[config.mk]
export PLATFORM = sky130hd
export DESIGN_NAME = rtc_control_status_logic
export DESIGN_NICKNAME = d
export VERILOG_FILES = /design/src/level_sync.v /design/src/rtc_prescaler.v /design/src/rtc_control_status_logic.v
export VERILOG_INCLUDE_DIRS = /design/src /design/src/inc
export SDC_FILE = /design/constraint.sdc
export NUM_CORES = 1
export LEC_CHECK = 0
export ABC_AREA = 1
export BUFFER_PORTS_ARGS = -buffer_cell sky130_fd_sc_hd__buf_2
export CAP_MARGIN = 20
export CORE_MARGIN = 2
export CORE_UTILIZATION = 57
export DETAILED_ROUTE_END_ITERATION = 6
export GPL_TIMING_DRIVEN = 0
export PLACE_DENSITY = 0.82
export SYNTH_ARGS = -nofsm -noshare
export SYNTH_HDL_FRONTEND = slang
export SYNTH_HIERARCHICAL = 1
export SYNTH_SLANG_ARGS = --single-unit
[constraint.sdc]
create_clock -name ref_clk -period 2.6 [get_ports ref_clk]
set_input_delay 0 -clock ref_clk [delete_from_list [all_inputs] [get_ports ref_clk]]
set_output_delay 0 -clock ref_clk [all_outputs]
set_load 0.005 [all_outputs]
[src/inc/rtc_ctrl_regs.vh]
// Register map, field positions and timing constants of the timekeeper
// Overview of operation
// - Bit 7 holds block reset; release two cycles later
// - Count only when enabled; first increment after 64 edges
// - Disable stops prescaler, keeps the count
// - Preload accepted only while counting disabled
// - Wake-on-match set: both match outputs follow equality
// - Wake-on-match clear: both match outputs held low
// - Mode field bits 4:3 drives crystal mode output
// - Clear-on-match clears counter synchronously on equality
// - No clear-on-match when match value is zero
// - Writing counter-reset bit low clears 40-bit count
// - Crystal-enable bit drives crystal select output
// - Crystal enabled: oscillator mode from mode field
// - Divide counter clock by 128 before counting
// - Count bytes 1-4 are read from a read-hold register; byte 0 reads the live count
// - Control/status register at address 0x58
`ifndef RTC_CTRL_REGS_VH
`define RTC_CTRL_REGS_VH
`define ADDR_COUNT0 8'h40
`define ADDR_COUNT4 8'h44
`define ADDR_MATCH0 8'h48
`define ADDR_MATCH4 8'h4C
`define ADDR_MBIT0 8'h50
`define ADDR_MBIT4 8'h54
`define ADDR_CTRL 8'h58
`define CTRL_RESET 8'h00
`define BIT_BLK_RST 7
`define BIT_CNT_EN 6
`define BIT_WAKE 5
`define FLD_MODE_HI 4
`define FLD_MODE_LO 3
`define BIT_CLR_MAT 2
`define BIT_CNT_RSTN 1
`define BIT_XTAL_EN 0
`define RST_RELEASE_CYC 2'h2
`define FIRST_INC_EDGES 8'h40
`define PRESCALE_DIV 8'h80
`define CNT_BYTES 5
`define BYTE_SEL_HI 2
`define SYNC_CCLK 0
`endif

[src/level_sync.v]
// Three-stage synchroniser; output changes once stages two and three agree
`timescale 1ns/1ps
`default_nettype none
module level_sync #(
  parameter W = 1
) (
  // Clock and reset
  input wire clk,
  input wire rstn,
  input wire ce,
  // Data
  input wire [W-1:0] d,
  output reg [W-1:0] q
);
  reg [W-1:0] s1_ff;
  reg [W-1:0] s2_ff;
  reg [W-1:0] s3_ff;
  integer i;
  always @(posedge clk or negedge rstn) begin
    if (!rstn) begin
      s1_ff <= {W{1'b0}};
      s2_ff <= {W{1'b0}};
      s3_ff <= {W{1'b0}};
      q <= {W{1'b0}};
    end else if (ce) begin
      s1_ff <= d;
      s2_ff <= s1_ff;
      s3_ff <= s2_ff;
      for (i = 0; i < W; i = i + 1) begin
        if (s2_ff[i] == s3_ff[i]) begin
          q[i] <= s3_ff[i];
        end
      end
    end
  end
endmodule // level_sync
`default_nettype wire

[src/rtc_prescaler.v]
// Counter-clock prescaler producing one advance strobe per period
`timescale 1ns/1ps
`default_nettype none
`include "rtc_ctrl_regs.vh"
module rtc_prescaler #(
  parameter DIV = 128,
  parameter FIRST = 64
) (
  // Clock and reset
  input wire clk,
  input wire rstn,
  input wire ce,
  // Control
  input wire run,
  input wire blk_rst,
  input wire edge_in,
  output reg tick
);
  reg [7:0] cnt_ff;
  reg started_ff;
  wire [7:0] limit;
  // First period is shorter so the first advance lands after FIRST edges
  assign limit = started_ff ? DIV[7:0] : FIRST[7:0];
  always @(posedge clk or negedge rstn) begin
    if (!rstn) begin
      cnt_ff <= 8'h00;
      started_ff <= 1'b0;
      tick <= 1'b0;
    end else if (ce) begin
      tick <= 1'b0;
      if (blk_rst || !run) begin
        // Halted; the count elsewhere is kept on disable but cleared on block reset
        cnt_ff <= 8'h00;
        started_ff <= 1'b0;
      end else if (edge_in) begin
        if (cnt_ff == limit - 8'h01) begin
          cnt_ff <= 8'h00;
          started_ff <= 1'b1;
          tick <= 1'b1;
        end else begin
          cnt_ff <= cnt_ff + 8'h01;
        end
      end
    end
  end
endmodule // rtc_prescaler
`default_nettype wire

[src/rtc_control_status_logic.v]
// Timekeeper control/status register, 40-bit counter and match logic
`timescale 1ns/1ps
`default_nettype none
`include "rtc_ctrl_regs.vh"
module rtc_control_status_logic #(
  parameter CW = 40
) (
  // Clock and reset
  input wire ref_clk,
  input wire rstn,
  input wire ce,
  // Configuration byte port
  input wire [7:0] cfg_addr,
  input wire [7:0] cfg_wdata,
  input wire cfg_wen,
  input wire cfg_ren,
  output reg [7:0] cfg_rdata,
  // Crystal side
  input wire counter_clock,
  output reg [1:0] crystal_mode_out,
  output reg crystal_select_out,
  // Match outputs
  output reg fabric_match_out,
  output reg power_monitor_match_out
);
  reg [7:0] ctrl_ff;
  reg [1:0] rst_dly_ff;
  reg blk_rst_ff;
  reg [CW-1:0] count_ff;
  reg [CW-1:0] match_ff;
  reg [CW-1:0] hold_ff;
  reg cclk_prev_ff;
  wire [7:0] sync_in;
  wire [7:0] sync_out;
  wire cclk_s;
  wire tick;
  wire run;
  wire equal;
  wire match_zero;
  wire [CW-1:0] mbits;
  wire [2:0] bsel;
  wire in_cnt;
  wire in_mat;
  wire in_bit;
  reg [7:0] nxt_rdata;

  // Control bits and counter clock both arrive from other domains
  // Bit 0 of the synchroniser carries the counter clock, not crystal enable
  assign sync_in = {ctrl_ff[`BIT_BLK_RST:`BIT_CNT_RSTN], counter_clock};
  level_sync #(.W(8)) u_sync (
    .clk(ref_clk),
    .rstn(rstn),
    .ce(ce),
    .d(sync_in),
    .q(sync_out)
  );
  assign cclk_s = sync_out[`SYNC_CCLK];
  assign run = sync_out[`BIT_CNT_EN] && !blk_rst_ff;

  rtc_prescaler #(.DIV(`PRESCALE_DIV), .FIRST(`FIRST_INC_EDGES)) u_pre (
    .clk(ref_clk),
    .rstn(rstn),
    .ce(ce),
    .run(run),
    .blk_rst(blk_rst_ff),
    .edge_in(cclk_s && !cclk_prev_ff),
    .tick(tick)
  );

  assign bsel = cfg_addr[`BYTE_SEL_HI:0];
  assign in_cnt = cfg_addr >= `ADDR_COUNT0 && cfg_addr <= `ADDR_COUNT4;
  assign in_mat = cfg_addr >= `ADDR_MATCH0 && cfg_addr <= `ADDR_MATCH4;
  assign in_bit = cfg_addr >= `ADDR_MBIT0 && cfg_addr <= `ADDR_MBIT4;
  assign mbits = ~(count_ff ^ match_ff);
  assign equal = &mbits;
  assign match_zero = ~|match_ff;

  // Control register, block-reset release delay
  always @(posedge ref_clk or negedge rstn) begin
    if (!rstn) begin
      ctrl_ff <= `CTRL_RESET;
      rst_dly_ff <= 2'h0;
      blk_rst_ff <= 1'b0;
      cclk_prev_ff <= 1'b0;
    end else if (ce) begin
      cclk_prev_ff <= cclk_s;
      if (cfg_wen && cfg_addr == `ADDR_CTRL) begin
        ctrl_ff <= cfg_wdata;
      end
      if (ctrl_ff[`BIT_BLK_RST]) begin
        blk_rst_ff <= 1'b1;
        rst_dly_ff <= 2'h0;
      end else if (blk_rst_ff) begin
        if (rst_dly_ff == `RST_RELEASE_CYC - 2'h1) begin
          blk_rst_ff <= 1'b0;
        end else begin
          rst_dly_ff <= rst_dly_ff + 2'h1;
        end
      end
    end
  end

  // Counter and match registers
  genvar g;
  generate
    for (g = 0; g < `CNT_BYTES; g = g + 1) begin : g_byte
      always @(posedge ref_clk or negedge rstn) begin
        if (!rstn) begin
          match_ff[g*8+7:g*8] <= 8'h00;
        end else if (ce) begin
          if (blk_rst_ff) begin
            match_ff[g*8+7:g*8] <= 8'h00;
          end else if (cfg_wen && in_mat && bsel == g) begin
            match_ff[g*8+7:g*8] <= cfg_wdata;
          end
        end
      end
    end
  endgenerate

  always @(posedge ref_clk or negedge rstn) begin
    if (!rstn) begin
      count_ff <= {CW{1'b0}};
    end else if (ce) begin
      if (blk_rst_ff || !sync_out[`BIT_CNT_RSTN]) begin
        count_ff <= {CW{1'b0}};
      end else if (!sync_out[`BIT_CNT_EN] && cfg_wen && in_cnt) begin
        // Preloads while running are ignored to avoid torn counts
        count_ff[bsel*8 +: 8] <= cfg_wdata;
      end else if (tick) begin
        if (sync_out[`BIT_CLR_MAT] && equal && !match_zero) begin
          count_ff <= {CW{1'b0}};
        end else begin
          count_ff <= count_ff + {{(CW-1){1'b0}}, 1'b1};
        end
      end
    end
  end

  // Read-hold: snapshot taken on reading the low byte
  always @(posedge ref_clk or negedge rstn) begin
    if (!rstn) begin
      hold_ff <= {CW{1'b0}};
    end else if (ce && cfg_ren && cfg_addr == `ADDR_COUNT0) begin
      hold_ff <= count_ff;
    end
  end

  always @* begin
    nxt_rdata = 8'h00;
    if (in_cnt) begin
      if (bsel == 3'h0) begin
        nxt_rdata = count_ff[7:0];
      end else begin
        nxt_rdata = hold_ff[bsel*8 +: 8];
      end
    end else if (in_mat) begin
      nxt_rdata = match_ff[bsel*8 +: 8];
    end else if (in_bit) begin
      nxt_rdata = mbits[bsel*8 +: 8];
    end else if (cfg_addr == `ADDR_CTRL) begin
      nxt_rdata = {blk_rst_ff, ctrl_ff[`BIT_CNT_EN:0]};
    end
  end

  // Registered outputs
  always @(posedge ref_clk or negedge rstn) begin
    if (!rstn) begin
      cfg_rdata <= 8'h00;
      crystal_mode_out <= 2'h0;
      crystal_select_out <= 1'b0;
      fabric_match_out <= 1'b0;
      power_monitor_match_out <= 1'b0;
    end else if (ce) begin
      if (cfg_ren) begin
        cfg_rdata <= nxt_rdata;
      end
      crystal_mode_out <= ctrl_ff[`FLD_MODE_HI:`FLD_MODE_LO];
      crystal_select_out <= ctrl_ff[`BIT_XTAL_EN];
      fabric_match_out <= sync_out[`BIT_WAKE] && equal;
      power_monitor_match_out <= sync_out[`BIT_WAKE] && equal;
    end
  end
endmodule // rtc_control_status_logic
`default_nettype wire

==> summary by stage <==
Layout
In the final design database the tool counted ~1,700 nets. The repair_antennas step left the layout with diodes totalling 0. With fillers left out, the area of the finished cells amounts to between 10,000 and 15,000 µm². The final cell count without fillers is approximately 2,000.

The total of fill cells in the finished design is about 1,700. In the final layout, the share of cells above drive strength 1 is 0.1023. The synthesis-to-finish area growth is 11.56%.

Drt
The number of optimization iterations in the first detailed-route pass is 6. In the final routed layout, each cell accounts on average for 20.82 µm. Dividing the detail-routed via count by the number of cells gives about 5.9. The detail route stage leaves a number of antenna-violating nets equal to 0. The routed layout has ~12,000 vias. For this run, design rule violations remaining after detail routing come to 0. The post-detailed-routing wire length is a little over 40,000 µm. The number of design-rule violations left by the first detailed-router iteration is ~1,400.

Yosys
The post-synthesis area per instance is 6.783 µm². The post-synthesis net count is approximately 1,700. Counting every instance in the synthesized netlist gives between 1,500 and 2,000. For this run, the number of Yosys warnings is 6. The post-synthesis cell area is approximately 11,000 µm².

Global route
The number of global-route vias before repair came to 10,730. Global routing finished with a remaining overflow of 0. The first global-routing pass estimated around 62,000 µm of wire. Entering global routing, the biggest net connects between 100 and 150 pins. The initial antenna violation count is 0.

The global routing usage summed across all routing layers is 0.4151.

Die
The die extent in x is 143.1 µm. The I/O pin total is 35. The die is 143.1 µm tall. The initial utilization of the core area, before any placement, comes to 0.5853. The core outline area is 18,830 µm².

The full die area is approximately 20,000 µm². The number of rows in the core area is 50.

Placement
The cell area reported after detailed placement is roughly 12,000 µm². The HPWL after detailed placement is 31,670 µm. Prior to clock tree synthesis, the placed netlist has a worst setup slack of -1.267 ns. In this run the tool buffered the top-level ports with 34 buffer cells.

Once placement completed, the tool counted placed cells totaling 1,920. The placer's final routability congestion estimate is roughly 1.1.

Setup path
The signal on the critical path passes through nor2_1, nand3_1, nor2_1, nand2_1, nor2_1, nor2_1, nand3_1, buf_1, nand3_1, o21ai_0, nand2_1, nand2_1. For the worst setup path, the data required time is about 3 ns. The worst register-to-register path begins at match_ff[20]. The worst setup path is launched from a register. The setup check on the worst reg-to-reg path leaves a slack of roughly 0.11 ns. In this design, the stage delay of the slowest critical-path cell is 0.46 ns.

At the worst endpoint, the arrival time is approximately 2.9 ns. STA classifies the critical path endpoint as a register. The most used cell along the critical path is sky130_fd_sc_hd__nor2_1. For this design, the slowest cell found on the critical path is sky130_fd_sc_hd__buf_1. The cell count of the worst reg-to-reg path is 12.

The endpoint of the worst-slack reg-to-reg timing path is count_ff[2]. The path type of the worst setup path is reg -> reg. The cell family with the largest share of critical-path delay is simple AND/OR/NAND/NOR gates.

The biggest fanout along the worst timing path is 10. The first element of the critical path is match_ff[20]. Counting both buffers and inverters, the worst setup path holds a total of 1.

Job
Max-cap violations in this run came to 0.

Timing
Setup repair after global routing left no endpoint under its margin. The max-slew violation total from the final report is 0. At the pin with the least slew margin, the transition time is ~0.97 ns. In the finished design, the share of the clock period the worst path needs comes to 0.9586. Setup violations remaining at the end of the flow were counted as 0. The number of hold violations in the final report is 0. The clock arrives with 0.01392 ns of skew.

After layout, the worst setup slack is roughly 0.11 ns. Measured against its own limit, the worst slew margin works out to 0.3494. Timing would allow up to about 400 MHz. The clock period minus worst slack is 2.492 ns.

Clocking
TritonCTS created 17 clock buffers. The total clock sinks is roughly 170. The latest clock arrival within the worst-skew pair is about 0.45 ns.

Clock-pin slew was measured on the worst setup and hold paths at approximately 0.080 ns. The root buffer selected by CTS is sky130_fd_sc_hd__clkbuf_16. The longest clock path from root to sink contains 2 buffers. TritonCTS built the clock tree. The H-tree generated during clock tree synthesis spans 4 levels.

Pwr
Of the total power, registers draw 0.425. Of the total power, the clock network draws 0.314. Cell internal power was estimated by the tool at 5002 µW. The power per unit of standard cell area is about 650 nW/µm². The maximum VDD drop is approximately 0.46 mV. The share of total power dissipated in combinational logic is 0.261. The switching power total is between 3000 and 4000 µW.

In this run the static leakage power is approximately 0.0059 µW. Of the total power, the share spent switching nets is 0.3787.

Status
The run finished with clean final reports.

Min path
The type of the most critical hold path is in -> async.
sequential cells by signal, summed over array words and instances (netlist names), 2 cells and up:
signal and cells:
u_sync/s1_ff 5, match_ff 40, u_sync/q 5, cfg_rdata 8, hold_ff 40, u_sync/s3_ff 5
crystal_mode_out 2, u_sync/s2_ff 5, u_pre/cnt_ff 8, ctrl_ff 8, rst_dly_ff 2, count_ff 40
worst max-delay path by stage:
stage / cells past startpoint / endpoint
2_1_floorplan: 13 / count_ff[3]
3_3_place_gp: 13 / match_ff[21]
3_5_place_dp: 14 / cfg_rdata[1]
4_1_cts: 15 / count_ff[20]
5_1_grt: 15 / count_ff[19]
6_report: 12 / count_ff[2]
per-layer routing:
metal | share of wire | GRT usage
met2 | 0.43 | 0.6213
met5 | 0 | 0
met4 | 0.057 | 0.2048
met3 | 0.10 | 0.07445
met1 | 0.42 | 0.5807
power groups by stage:
stage                     registers [µW]  logic (µW)  clock network, µW
after floorplan                     3340        1330                  0
after global placement              3440        1980                  0
after detailed placement            3450        2000                  0
after CTS                           3410        2040               2530
after global routing                3460        2310               2640
final                               3420        2100               2530
metrics by stage:
stage	hold WS (ns)	utilization	power [µW]	setup TNS [ns]
2_1_floorplan	-0.2956	-	4665	0
3_3_place_gp	0.2365	0.6116	5420	-333.93
3_5_place_dp	-0.01181	0.6136	5449	-134.39
4_1_cts	0.1236	0.6519	7973	0
5_1_grt	0.1670	0.6530	8413	0
6_report	0.1194	0.6530	8050	0
layout make-up:
cell class	count	area [µm²]	share of cell area
multi-input cells	1201	5677	0.4617
flip-flops and latches	174	4360	0.3546
clock inverters	14	146.4	0.01191
well taps	260	325.3	0.02646
plain buffers	62	330.3	0.02686
inverters	186	705.7	0.05739
clock buffers	17	425.4	0.03460
repair buffers	47	325.3	0.02646
layout by cell type (no fill, tap or decap), types with 5 or more instances in the layout:
cell,n
sky130_fd_sc_hd__dfrtp_1,169
sky130_fd_sc_hd__nor3_1,18
sky130_fd_sc_hd__buf_6,5
sky130_fd_sc_hd__nand4_1,35
sky130_fd_sc_hd__a21oi_1,48
sky130_fd_sc_hd__o21ai_0,183
sky130_fd_sc_hd__nand2_1,562
sky130_fd_sc_hd__buf_2,48
sky130_fd_sc_hd__inv_1,174
sky130_fd_sc_hd__ha_1,8
sky130_fd_sc_hd__dfrtp_2,5
sky130_fd_sc_hd__nand3_2,8
sky130_fd_sc_hd__nand2_2,9
sky130_fd_sc_hd__a21oi_2,6
sky130_fd_sc_hd__o211ai_1,16
sky130_fd_sc_hd__clkbuf_1,27
sky130_fd_sc_hd__buf_4,7
sky130_fd_sc_hd__clkbuf_16,17
sky130_fd_sc_hd__dlygate4sd3_1,11
sky130_fd_sc_hd__nor2_1,127
sky130_fd_sc_hd__nand3_1,92
sky130_fd_sc_hd__clkinvlp_4,5
sky130_fd_sc_hd__or2_2,12
sky130_fd_sc_hd__inv_2,8
sky130_fd_sc_hd__nor2_2,9
sky130_fd_sc_hd__inv_8,5
sky130_fd_sc_hd__xor2_1,27
sky130_fd_sc_hd__o22ai_1,5
worst register-to-register path, delay by kind of cell (launching register included):
family / cells / cell delay (ns)
buffers and inverters: 1 / 0.46
AOI/OAI and AO/OA: 1 / 0.12
DFF: 1 / 0.45
and+or+nand+nor: 10 / 1.39
timing repair:
item	CTS	global route
setup buffers	1	0
hold buffers	11	0
gates resized for setup	11	14
setup endpoints to repair	136	42
endpoints found under the hold margin	81	0
(Power assumes the default switching activity.)
